**config.mk**
```make
export PLATFORM = sky130hd
export DESIGN_NAME = aet_trigger_ctrl
export DESIGN_NICKNAME = d
export VERILOG_FILES = /design/src/rtl/aet_pkg.sv /design/src/rtl/aet_sync.sv /design/src/rtl/aet_trigger_ctrl.sv
export SDC_FILE = /design/constraint.sdc
export NUM_CORES = 1
export LEC_CHECK = 0
export BUFFER_PORTS_ARGS = -buffer_cell sky130_fd_sc_hd__buf_2
export CELL_PAD_IN_SITES_DETAIL_PLACEMENT = 0
export CELL_PAD_IN_SITES_GLOBAL_PLACEMENT = 1
export CORE_MARGIN = 3
export CORE_UTILIZATION = 36
export CTS_CLUSTER_DIAMETER = 30
export CTS_CLUSTER_SIZE = 28
export DETAILED_ROUTE_END_ITERATION = 10
export GPL_TIMING_DRIVEN = 1
export HOLD_SLACK_MARGIN = 0.05
export PLACE_DENSITY = 0.7
export SYNTH_ARGS = -nofsm -noshare
export SYNTH_HDL_FRONTEND = slang
export SYNTH_HIERARCHICAL = 1
export SYNTH_SLANG_ARGS = --single-unit
```
**constraint.sdc**
```tcl
create_clock -name clk_sys -period 4.1 [get_ports clk_sys]
set_clock_uncertainty 0.2 [all_clocks]
set_input_delay 0.41 -clock clk_sys [delete_from_list [all_inputs] [get_ports clk_sys]]
set_output_delay 0.41 -clock clk_sys [all_outputs]
set_load 0.005 [all_outputs]
```
**src/rtl/aet_pkg.sv**
```systemverilog
// constants and types shared by the adc external trigger control
// Contract
// - trigger off, continuous off: ignore trigger, one sequence after start, then stop.
// - trigger off, continuous on: ignore trigger, run sequences back to back.
// - edge mode: falling edge if polarity 0, rising if 1; one sequence per edge.
// - level mode: low active if polarity 0, high if 1; run while active.
// - in trigger modes the first conversion waits for the trigger, not configuration.
// - with trigger enabled, a start write only arms; conversion waits for trigger.
// - edge mode: an edge during a running sequence sets the overrun flag.
// - level mode: trigger drop and return during a sequence is no overrun.
// - level mode: trigger still active at sequence end starts the next at once.
// - per-pin enable gates each pad into the digital port register.
package aet_pkg;

  localparam int ADDR_W = 4;
  localparam int DATA_W = 16;
  localparam int NPINS = 8;
  localparam int SEQ_W = 8;
  localparam int CNT_W = 16;
  localparam int TRIG_PIN = 7;

  localparam logic [3:0] ADDR_CTRL = 4'h0;
  localparam logic [3:0] ADDR_START = 4'h1;
  localparam logic [3:0] ADDR_STATUS = 4'h2;
  localparam logic [3:0] ADDR_DIBE = 4'h3;
  localparam logic [3:0] ADDR_PORT = 4'h4;
  localparam logic [3:0] ADDR_SEQLEN = 4'h5;
  localparam logic [3:0] ADDR_SEQCNT = 4'h6;

  localparam int CTRL_ETRIG_BIT = 0;
  localparam int CTRL_POL_BIT = 1;
  localparam int CTRL_LVL_BIT = 2;
  localparam int CTRL_SCAN_BIT = 3;

  localparam int STAT_BUSY_BIT = 0;
  localparam int STAT_ARMED_BIT = 1;
  localparam int STAT_OVR_BIT = 2;
  localparam int STAT_TRIG_BIT = 3;

  localparam logic [3:0] CTRL_RST = 4'h0;
  localparam logic [7:0] DIBE_RST = 8'h00;
  localparam logic [7:0] SEQLEN_RST = 8'h0F;
  localparam logic [15:0] SEQCNT_RST = 16'h0000;

  typedef enum logic [1:0]
  {
    AET_IDLE = 2'b00,
    AET_ARMED = 2'b01,
    AET_RUN = 2'b10
  } aet_state_type;

endpackage

```
**src/rtl/aet_sync.sv**
```systemverilog
// two-flop synchroniser for pad levels
`timescale 1ns/1ps
module aet_sync #(
  parameter int WIDTH = 1
) (
  input wire logic clk_sys,
  input wire logic rstn,
  input wire logic ce,
  input wire logic [WIDTH-1:0] d,
  output logic [WIDTH-1:0] q
);

  logic [WIDTH-1:0] meta_reg;
  logic [WIDTH-1:0] sync_reg;

  // first stage feeds only the second stage
  always_ff @(posedge clk_sys)
  begin
    if (!rstn)
    begin
      meta_reg <= '0;
      sync_reg <= '0;
    end
    else if (ce)
    begin
      meta_reg <= d;
      sync_reg <= meta_reg;
    end
  end

  assign q = sync_reg;

endmodule

```
**src/rtl/aet_trigger_ctrl.sv**
```systemverilog
// conversion sequence start control with external trigger and digital input buffers
`timescale 1ns/1ps
module aet_trigger_ctrl (
  input wire logic clk_sys,
  input wire logic rstn,
  input wire logic ce,
  input wire logic [3:0] addr,
  input wire logic [15:0] wdata,
  input wire logic wr,
  input wire logic rd,
  output logic [15:0] rdata,
  input wire logic [7:0] pad_in,
  output logic [7:0] dig_buf_en,
  output logic conv_start,
  output logic conv_busy,
  output logic seq_done,
  output logic trig_overrun
);

  aet_pkg::aet_state_type state_reg;
  aet_pkg::aet_state_type state_next;
  logic [3:0] ctrl_reg;
  logic [7:0] dibe_reg;
  logic [7:0] port_reg;
  logic [7:0] seq_len_reg;
  logic [7:0] seq_cnt_reg;
  logic [7:0] seq_cnt_next;
  logic [15:0] seq_total_reg;
  logic ovr_reg;
  logic trig_prev_reg;
  logic conv_start_reg;
  logic conv_busy_reg;
  logic seq_done_reg;
  logic [15:0] rdata_reg;
  logic start_seq;

  wire [7:0] pad_sync;
  wire external_trigger_enable;
  wire trigger_polarity;
  wire trigger_level_select;
  wire scan_mode;
  wire sequence_start_control;
  wire ctrl_wr;
  wire dibe_wr;
  wire seqlen_wr;
  wire status_wr;
  wire ovr_clr;
  wire trig_raw;
  wire trig_act;
  wire trig_act_prev;
  wire trig_edge;
  wire trig_go;
  wire seq_last;
  wire in_run;
  wire ovr_set;
  wire [7:0] port_next;
  wire [15:0] status_word;
  wire [15:0] rd_mux;

  // pads are asynchronous to the bus clock
  aet_sync #(
    .WIDTH(aet_pkg::NPINS)
  ) u_pad_sync (
    .clk_sys(clk_sys),
    .rstn(rstn),
    .ce(ce),
    .d(pad_in),
    .q(pad_sync)
  );

  assign external_trigger_enable = ctrl_reg[aet_pkg::CTRL_ETRIG_BIT];
  assign trigger_polarity = ctrl_reg[aet_pkg::CTRL_POL_BIT];
  assign trigger_level_select = ctrl_reg[aet_pkg::CTRL_LVL_BIT];
  assign scan_mode = ctrl_reg[aet_pkg::CTRL_SCAN_BIT];

  assign ctrl_wr = wr && (addr == aet_pkg::ADDR_CTRL);
  assign sequence_start_control = wr && (addr == aet_pkg::ADDR_START);
  assign status_wr = wr && (addr == aet_pkg::ADDR_STATUS);
  assign dibe_wr = wr && (addr == aet_pkg::ADDR_DIBE);
  assign seqlen_wr = wr && (addr == aet_pkg::ADDR_SEQLEN);
  assign ovr_clr = status_wr && wdata[aet_pkg::STAT_OVR_BIT];

  // buffer off reads as zero, so with trigger polarity 1 a disabled pad cannot fake a trigger; with polarity 0 it reads as active
  assign port_next = pad_sync & dibe_reg;
  assign trig_raw = port_next[aet_pkg::TRIG_PIN];
  assign trig_act = trigger_polarity ? trig_raw : ~trig_raw;
  assign trig_act_prev = trigger_polarity ? trig_prev_reg : ~trig_prev_reg;
  assign trig_edge = trig_act && !trig_act_prev;
  assign trig_go = trigger_level_select ? trig_act : trig_edge;

  assign in_run = (state_reg == aet_pkg::AET_RUN);
  assign seq_last = in_run && (seq_cnt_reg >= seq_len_reg);
  assign ovr_set = external_trigger_enable && !trigger_level_select && in_run && trig_edge;

  always_comb
  begin
    state_next = state_reg;
    start_seq = 1'b0;
    if (sequence_start_control)
    begin
      if (external_trigger_enable)
      begin
        state_next = aet_pkg::AET_ARMED;
      end
      else
      begin
        state_next = aet_pkg::AET_RUN;
        start_seq = 1'b1;
      end
    end
    else
    begin
      case (state_reg)
        aet_pkg::AET_IDLE:
        begin
          state_next = aet_pkg::AET_IDLE;
        end
        aet_pkg::AET_ARMED:
        begin
          if (!external_trigger_enable)
          begin
            state_next = aet_pkg::AET_IDLE;
          end
          else if (trig_go)
          begin
            state_next = aet_pkg::AET_RUN;
            start_seq = 1'b1;
          end
        end
        aet_pkg::AET_RUN:
        begin
          if (seq_last)
          begin
            if (external_trigger_enable)
            begin
              if (trigger_level_select && trig_act)
              begin
                start_seq = 1'b1;
              end
              else
              begin
                state_next = aet_pkg::AET_ARMED;
              end
            end
            else if (scan_mode)
            begin
              start_seq = 1'b1;
            end
            else
            begin
              state_next = aet_pkg::AET_IDLE;
            end
          end
        end
        default:
        begin
          state_next = aet_pkg::AET_IDLE;
        end
      endcase
    end
  end

  assign seq_cnt_next = start_seq ? 8'h00 : (in_run ? seq_cnt_reg + 8'h01 : seq_cnt_reg);

  assign status_word = {12'h000, trig_raw, ovr_reg, state_reg == aet_pkg::AET_ARMED, conv_busy_reg};
  assign rd_mux = (addr == aet_pkg::ADDR_CTRL) ? {12'h000, ctrl_reg} :
                  (addr == aet_pkg::ADDR_STATUS) ? status_word :
                  (addr == aet_pkg::ADDR_DIBE) ? {8'h00, dibe_reg} :
                  (addr == aet_pkg::ADDR_PORT) ? {8'h00, port_reg} :
                  (addr == aet_pkg::ADDR_SEQLEN) ? {8'h00, seq_len_reg} :
                  (addr == aet_pkg::ADDR_SEQCNT) ? seq_total_reg : 16'h0000;

  always_ff @(posedge clk_sys)
  begin
    if (!rstn)
    begin
      ctrl_reg <= aet_pkg::CTRL_RST;
      dibe_reg <= aet_pkg::DIBE_RST;
      seq_len_reg <= aet_pkg::SEQLEN_RST;
      rdata_reg <= 16'h0000;
    end
    else if (ce)
    begin
      if (ctrl_wr)
        ctrl_reg <= wdata[3:0];
      if (dibe_wr)
        dibe_reg <= wdata[7:0];
      if (seqlen_wr)
        seq_len_reg <= wdata[7:0];
      rdata_reg <= rd ? rd_mux : 16'h0000;
    end
  end

  always_ff @(posedge clk_sys)
  begin
    if (!rstn)
    begin
      state_reg <= aet_pkg::AET_IDLE;
      seq_cnt_reg <= 8'h00;
      seq_total_reg <= aet_pkg::SEQCNT_RST;
      trig_prev_reg <= 1'b0;
      port_reg <= 8'h00;
    end
    else if (ce)
    begin
      state_reg <= state_next;
      seq_cnt_reg <= seq_cnt_next;
      trig_prev_reg <= trig_raw;
      port_reg <= port_next;
      if (start_seq)
        seq_total_reg <= seq_total_reg + 16'h0001;
    end
  end

  // set wins over a simultaneous software clear
  always_ff @(posedge clk_sys)
  begin
    if (!rstn)
    begin
      ovr_reg <= 1'b0;
      conv_start_reg <= 1'b0;
      conv_busy_reg <= 1'b0;
      seq_done_reg <= 1'b0;
    end
    else if (ce)
    begin
      ovr_reg <= ovr_set | (ovr_reg & ~ovr_clr);
      conv_start_reg <= start_seq;
      conv_busy_reg <= (state_next == aet_pkg::AET_RUN);
      seq_done_reg <= seq_last && !sequence_start_control;
    end
  end

  assign rdata = rdata_reg;
  assign dig_buf_en = dibe_reg;
  assign conv_start = conv_start_reg;
  assign conv_busy = conv_busy_reg;
  assign seq_done = seq_done_reg;
  assign trig_overrun = ovr_reg;
endmodule
```
==> impl_metrics.yaml, run 1 <==
power_and_ir_drop:
  p_leak_nw: 2.00
  p_switching_mw: 0.434
  peakVddDrop_mv: 0.289
  seqPwrFrac_pct: 47.0
  p_comb_share_pct: 5.3
  internal-power_mw: 1.46
  cellPowerDensity_mw_per_mm2: 379
  p_clk_share_pct: 47.6
  netSwitchingFraction_pct: 22.9
global_routing:
  antenna_found_initial: 0
  grt_pass1_vias: 3390
  track_usage_pct: 17.4
  grt_max_degree: 41
  grt_pass1_wl_um: 18200
  grt-ovfl-total: 0
setup_path:
  cpPeakStageDelay_ps: 780
  worstPathArrival_ps: 3330
  slowest_stage: "o21ai_2"
  worst-setup-path-type: "flip-flop to flip-flop"
  crit_fanout: 23
  worstSetupEndpointType: "flip-flop"
  cp_data_required_time_ps: 4140
  cp_cell_sequence: "inv_1 > ha_1 > or4_1 > a21oi_1 > o31a_1 > nor3_2 > o21ai_2 > buf_4 > nor3_1 > o21a_1"
  worstSetupStartpointType: "flip-flop"
floorplanning:
  die-area_mm2: 0.0134
  fp.dieH_um: 116
  die_w_um: 116
  start_util_pct: 37.4
  core-area_mm2: 0.0116
  rows: 39
  io_pins: 61
route:
  drcViolationCount: 0
  vias_per_cell: 5.36
  vias: 3689
  drt-total-wl_um: 11200
  wl_per_cell_um: 16.3
  drtIter0Drc: 195
  drt-pass1-iter-count: 4
  drtAntennaViolNets: 0
clocking:
  clock-sinks: 90
  clockBufferDepth: 2
  ctsHoldBuffers: 0
  numCtsBuffers: 9
  post_cts_buffers: 0
  clkLatencyLatePin_ps: 350
  post_cts_resized: 0
  cts.reportedPaths.clkPinSlew_ps: 60
  cts_max_level: 3
  cts_root_buf: "clkbuf_16"
  cts_tree: "yes"
synth:
  synth_ff_type: "dfxtp_1"
  syn_inst: 497
  synthArstFlopShare_pct: 0
  ys_seq_area_share_pct: 41.6
  syn_area_per_cell_um2: 8.71
  ys_warn_count: 6
  syn_nets: 542
  synth_cell_types: 49
  synth_edf_count: 0
  ys_ff_latch: 90
  syn_area_mm2: 0.00433
finish:
  mostFrequentLayoutCell: "dfxtp_1"
  antenna_cells: 0
  syn_to_final_growth_pct: 15.6
  drive_gt1_share_pct: 15.2
  post-route-util_pct: 43.2
  num-nets-final: 585
  final_cell_mix: "dfxtp_1 (90), nor2_1 (60), buf_2 (52)"
  fillers: 1175
timing:
  worst_pin_slew_ps: 1010
  relSlewSlack_pct: 32.7
  setup_viol: 0
  hold_violations: 0
  fin_crit_ps: 3290
  max_freq_ghz: 0.304
  drv_slew: 0
  rsz0062_at_grt: "false"
  finalSetupTns_ps: 0
  min_period_over_period_pct: 80.1
place:
  port_buffers: 52
  gp_congestion: 0.880
  hpwl_um: 8160
worst_hold_path:
  hp-class: "primary input to flip-flop"
flow_run:
  drv_cap: 0
run_status:
  status: "finished, final reports clean"
-- final timing paths --
| check | from | to | depth (start not counted) | slack, ps |
|---|---|---|---|---|
| worst min-delay path | pad_in[1] | u_pad_sync/meta_reg[1]$_SDFFE_PN0P_ | 3 | 130 |
| worst max-delay path | seq_len_reg[1]$_SDFFE_PN1P_ | seq_total_reg[3]$_SDFFE_PN0P_ | 10 | 810 |
| worst max register to register | seq_len_reg[1]$_SDFFE_PN1P_ | seq_total_reg[3]$_SDFFE_PN0P_ | 10 | 810 |
| worst min register to register | port_reg[2]$_SDFFE_PN0P_ | port_reg[2]$_SDFFE_PN0P_ | 2 | 270 |
-- cell usage after synthesis (all sizes together) (2+ instances only) --
library cell	number	area (um^2)
dfxtp	90	1800
nor3	4	25.0
and3	4	25.0
ha	12	150
and2	2	15.0
buf	7	65.1
a22o	4	35.0
or4	9	67.6
a21o	2	15.0
a22oi	17	128
nand4	7	43.8
o31a	2	17.5
clkbuf	19	71.3
a31oi	5	31.3
nor4	2	12.5
inv	16	60.1
o211ai	6	45.0
and4	2	17.5
o21ai	22	114
xor2	3	26.3
nand2b	6	37.5
o21a	6	45.0
nor2b	21	131
o31ai	7	52.6
nand2	38	143
nor2	60	225
or3	6	42.5
clkinv	2	7.51
a21oi	32	160
mux2i	48	480
nand3	25	125
-- cells by family (layout without fill, tap and decap cells) --
family                     after synthesis  after routing  share of synthesized area [%]
adders and majority gates               12             12                           3.47
and+or+nand+nor                        190            190                           21.8
xor gates and xnor gates                 4              4                          0.810
AOI/OAI and AO/OA                      108            108                           16.2
muxes                                   49             49                           11.4
DFF                                     90             90                           41.6
buffers and inverters                   44             92                           4.71
-- critical path: cells and delay by family (launching register included) --
family | cells | cell delay (ps)
buf+inv | 2 | 360
simple gates | 3 | 670
flops | 1 | 340
compound gates | 4 | 1400
fa+ha+maj | 1 | 190
-- power by group through the flow --
stage                     Clock, mW  Sequential [mW]  Combinational [mW]
after floorplan                   0            0.909              0.0690
after global placement            0            0.911              0.0998
after detailed placement          0            0.912               0.102
after CTS                     0.926            0.891               0.102
after global routing          0.960            0.892               0.112
final                         0.903            0.891               0.101
-- metal layers --
metal	track usage, %	wire [um]	vias up
met5	0	0	-
met4	5.18	164	0
met3	4.07	599	12
met2	25.9	4840	87
met1	25.2	5630	1724
li1	-	-	1866
-- metrics by stage --
stage                     instances  hold slack [ps]  area, um^2  setup slack [ps]  power [mW]
after floorplan                 497              240        4330              1590       0.978
after global placement          672              253        4670               837        1.01
after detailed placement        672              255        4670               773        1.01
after CTS                       688              110        5000               806        1.92
after global routing            688              126        5000               602        1.96
final                           688              128        5000               814        1.90
-- layout make-up --
cell class	count	area [um^2]	area share, %
multi-input combinational	363	2320	46.4
sequential	90	1800	36.0
timing repair buffer	58	305	6.11
clock buffer	9	225	4.50
tap	143	179	3.58
clock inverter	7	100	2.00
inverter	18	67.6	1.35
Note: power is estimated with default switching activity, not from simulation.
==> run 2, diff against run 1 <==
==> constraint.sdc (replaced) <==
create_clock -name clk_sys -period 3.4 [get_ports clk_sys]
set_clock_uncertainty 0.2 [all_clocks]
set_input_delay 0.34 -clock clk_sys [delete_from_list [all_inputs] [get_ports clk_sys]]
set_output_delay 0.34 -clock clk_sys [all_outputs]
set_load 0.005 [all_outputs]
==> impl_metrics.yaml, run 2 (synthesis gave the netlist of run 1 again) <==
route:
  top_layer_used: "met4"
  drt-total-wl_um: 11200
  met1Wirelength_um: 5630
  drt-pass1-iter-count: 4
  met2_length_um: 4770
  drtAntennaViolNets: 0
  routed-wl-met3_um: 467
  drtIter0Drc: 201
  drcViolationCount: 0
  wl_per_cell_um: 15.8
  vias_per_cell: 5.31
  vias: 3742
clocking:
  cts_root_buf: "clkbuf_16"
  cts_tree: "yes"
  clkLatencyLatePin_ps: 350
  clockBufferDepth: 2
  cts_max_level: 3
  numCtsBuffers: 9
  post_cts_buffers: 0
  clock-sinks: 90
  post_cts_resized: 0
  cts.reportedPaths.clkPinSlew_ps: 70
setup_path:
  cp_data_required_time_ps: 3460
  worst-setup-path-type: "flip-flop to flip-flop"
  crit_fanout: 29
  ff2ff_setup_slack_ps: 580
  worstSetupEndpointType: "flip-flop"
  worstSetupStartpointType: "flip-flop"
  worstPathArrival_ps: 2880
global_routing:
  antenna_found_initial: 0
  grt_pass1_vias: 3535
  grt_pass1_wl_um: 18400
  grt-ovfl-total: 0
  track_usage_pct: 17.7
  grt_max_degree: 43
finish:
  antenna_cells: 0
  final_cell_mix: "dfxtp_1 (90), nor2_1 (60), buf_2 (52)"
  post-route-util_pct: 44.5
  drive_gt1_share_pct: 15.7
  mostFrequentLayoutCell: "dfxtp_1"
  fillers: 1149
  syn_to_final_growth_pct: 19.0
  num-nets-final: 602
power_and_ir_drop:
  cellPowerDensity_mw_per_mm2: 435
  peakVddDrop_mv: 0.238
  p_leak_nw: 2.07
place:
  gp_congestion: 0.857
  port_buffers: 52
  hpwl_um: 8110
worst_hold_path:
  hp-class: "primary input to flip-flop"
floorplanning:
  io_pins: 61
  start_util_pct: 37.4
  core-area_mm2: 0.0116
  rows: 39
  die_w_um: 116
  die-area_mm2: 0.0134
  fp.dieH_um: 116
timing:
  hold_violations: 0
  fin_crit_ps: 2820
  drv_slew: 0
  worst_pin_slew_ps: 648
  min_period_over_period_pct: 82.8
  rsz0062_at_grt: "false"
  setup_viol: 0
  relSlewSlack_pct: 56.5
  max_freq_ghz: 0.355
  finalSetupTns_ps: 0
run_status:
  status: "finished, final reports clean"
flow_run:
  drv_cap: 0
-- run 2: final timing paths --
kind,cells past startpoint,start,endpoint
worst max register to register,10,seq_cnt_reg[0]$_SDFFE_PN0P_,seq_total_reg[5]$_SDFFE_PN0P_
worst min-delay path,3,wdata[0],seq_len_reg[0]$_SDFFE_PN1P_
worst min register to register,2,conv_start$_SDFFE_PN0P_,conv_start$_SDFFE_PN0P_
worst max-delay path,10,seq_cnt_reg[0]$_SDFFE_PN0P_,seq_total_reg[5]$_SDFFE_PN0P_
-- run 2: metal layers --
metal | track usage [%] | vias to the layer above
met5 | 0 | -
met1 | 24.5 | 1728
met3 | 3.08 | 22
li1 | - | 1900
met4 | 8.51 | 0
met2 | 27.0 | 92
-- run 2: where the power goes --
| part | total (mW) | internal (mW) | switching, mW | leakage [nW] |
|---|---|---|---|---|
| Sequential | 1.07 | 1.07 | 0.00872 | 0.727 |
| Combinational | 0.135 | 0.0555 | 0.0799 | 1.20 |
| Clock | 1.03 | 0.594 | 0.436 | 0.146 |
| Total | 2.24 | 1.72 | 0.525 | 2.07 |
-- run 2: timing repair --
| item | in CTS | in global routing |
|---|---|---|
| endpoints found under the hold margin | 13 | 0 |
| endpoints found under the setup margin | 0 | 0 |
| hold buffers | 11 | 0 |
-- run 2: worst max-delay path, stage by stage (launching register included) --
cell      delay (ps)
dfxtp_1          410
inv_1             70
ha_1             260
nand2b_1          90
a21oi_1           60
o31a_1           360
nor3_2           270
o21ai_2          140
buf_12           200
or4_1            500
a21oi_1          170
-- run 2: stage by stage --
stage	instances	hold slack (ps)	worst slack (ps)	instance area, um^2	power (mW)
after floorplan	497	240	886	4330	1.18
after global placement	678	257	673	4730	1.22
after detailed placement	678	255	627	4730	1.22
after CTS	705	55.2	605	5150	2.27
after global routing	705	81.4	319	5150	2.32
final	705	54.7	583	5150	2.24
-- run 2: layout make-up --
type                       count  area [um^2]  share of cell area [%]
multi-input combinational    363         2320                    45.1
sequential                    90         1800                    35.0
timing repair buffer          75          473                    9.19
clock buffer                  11          243                    4.71
tap                          143          179                    3.48
inverter                      18         67.6                    1.31
clock inverter                 5         63.8                    1.24
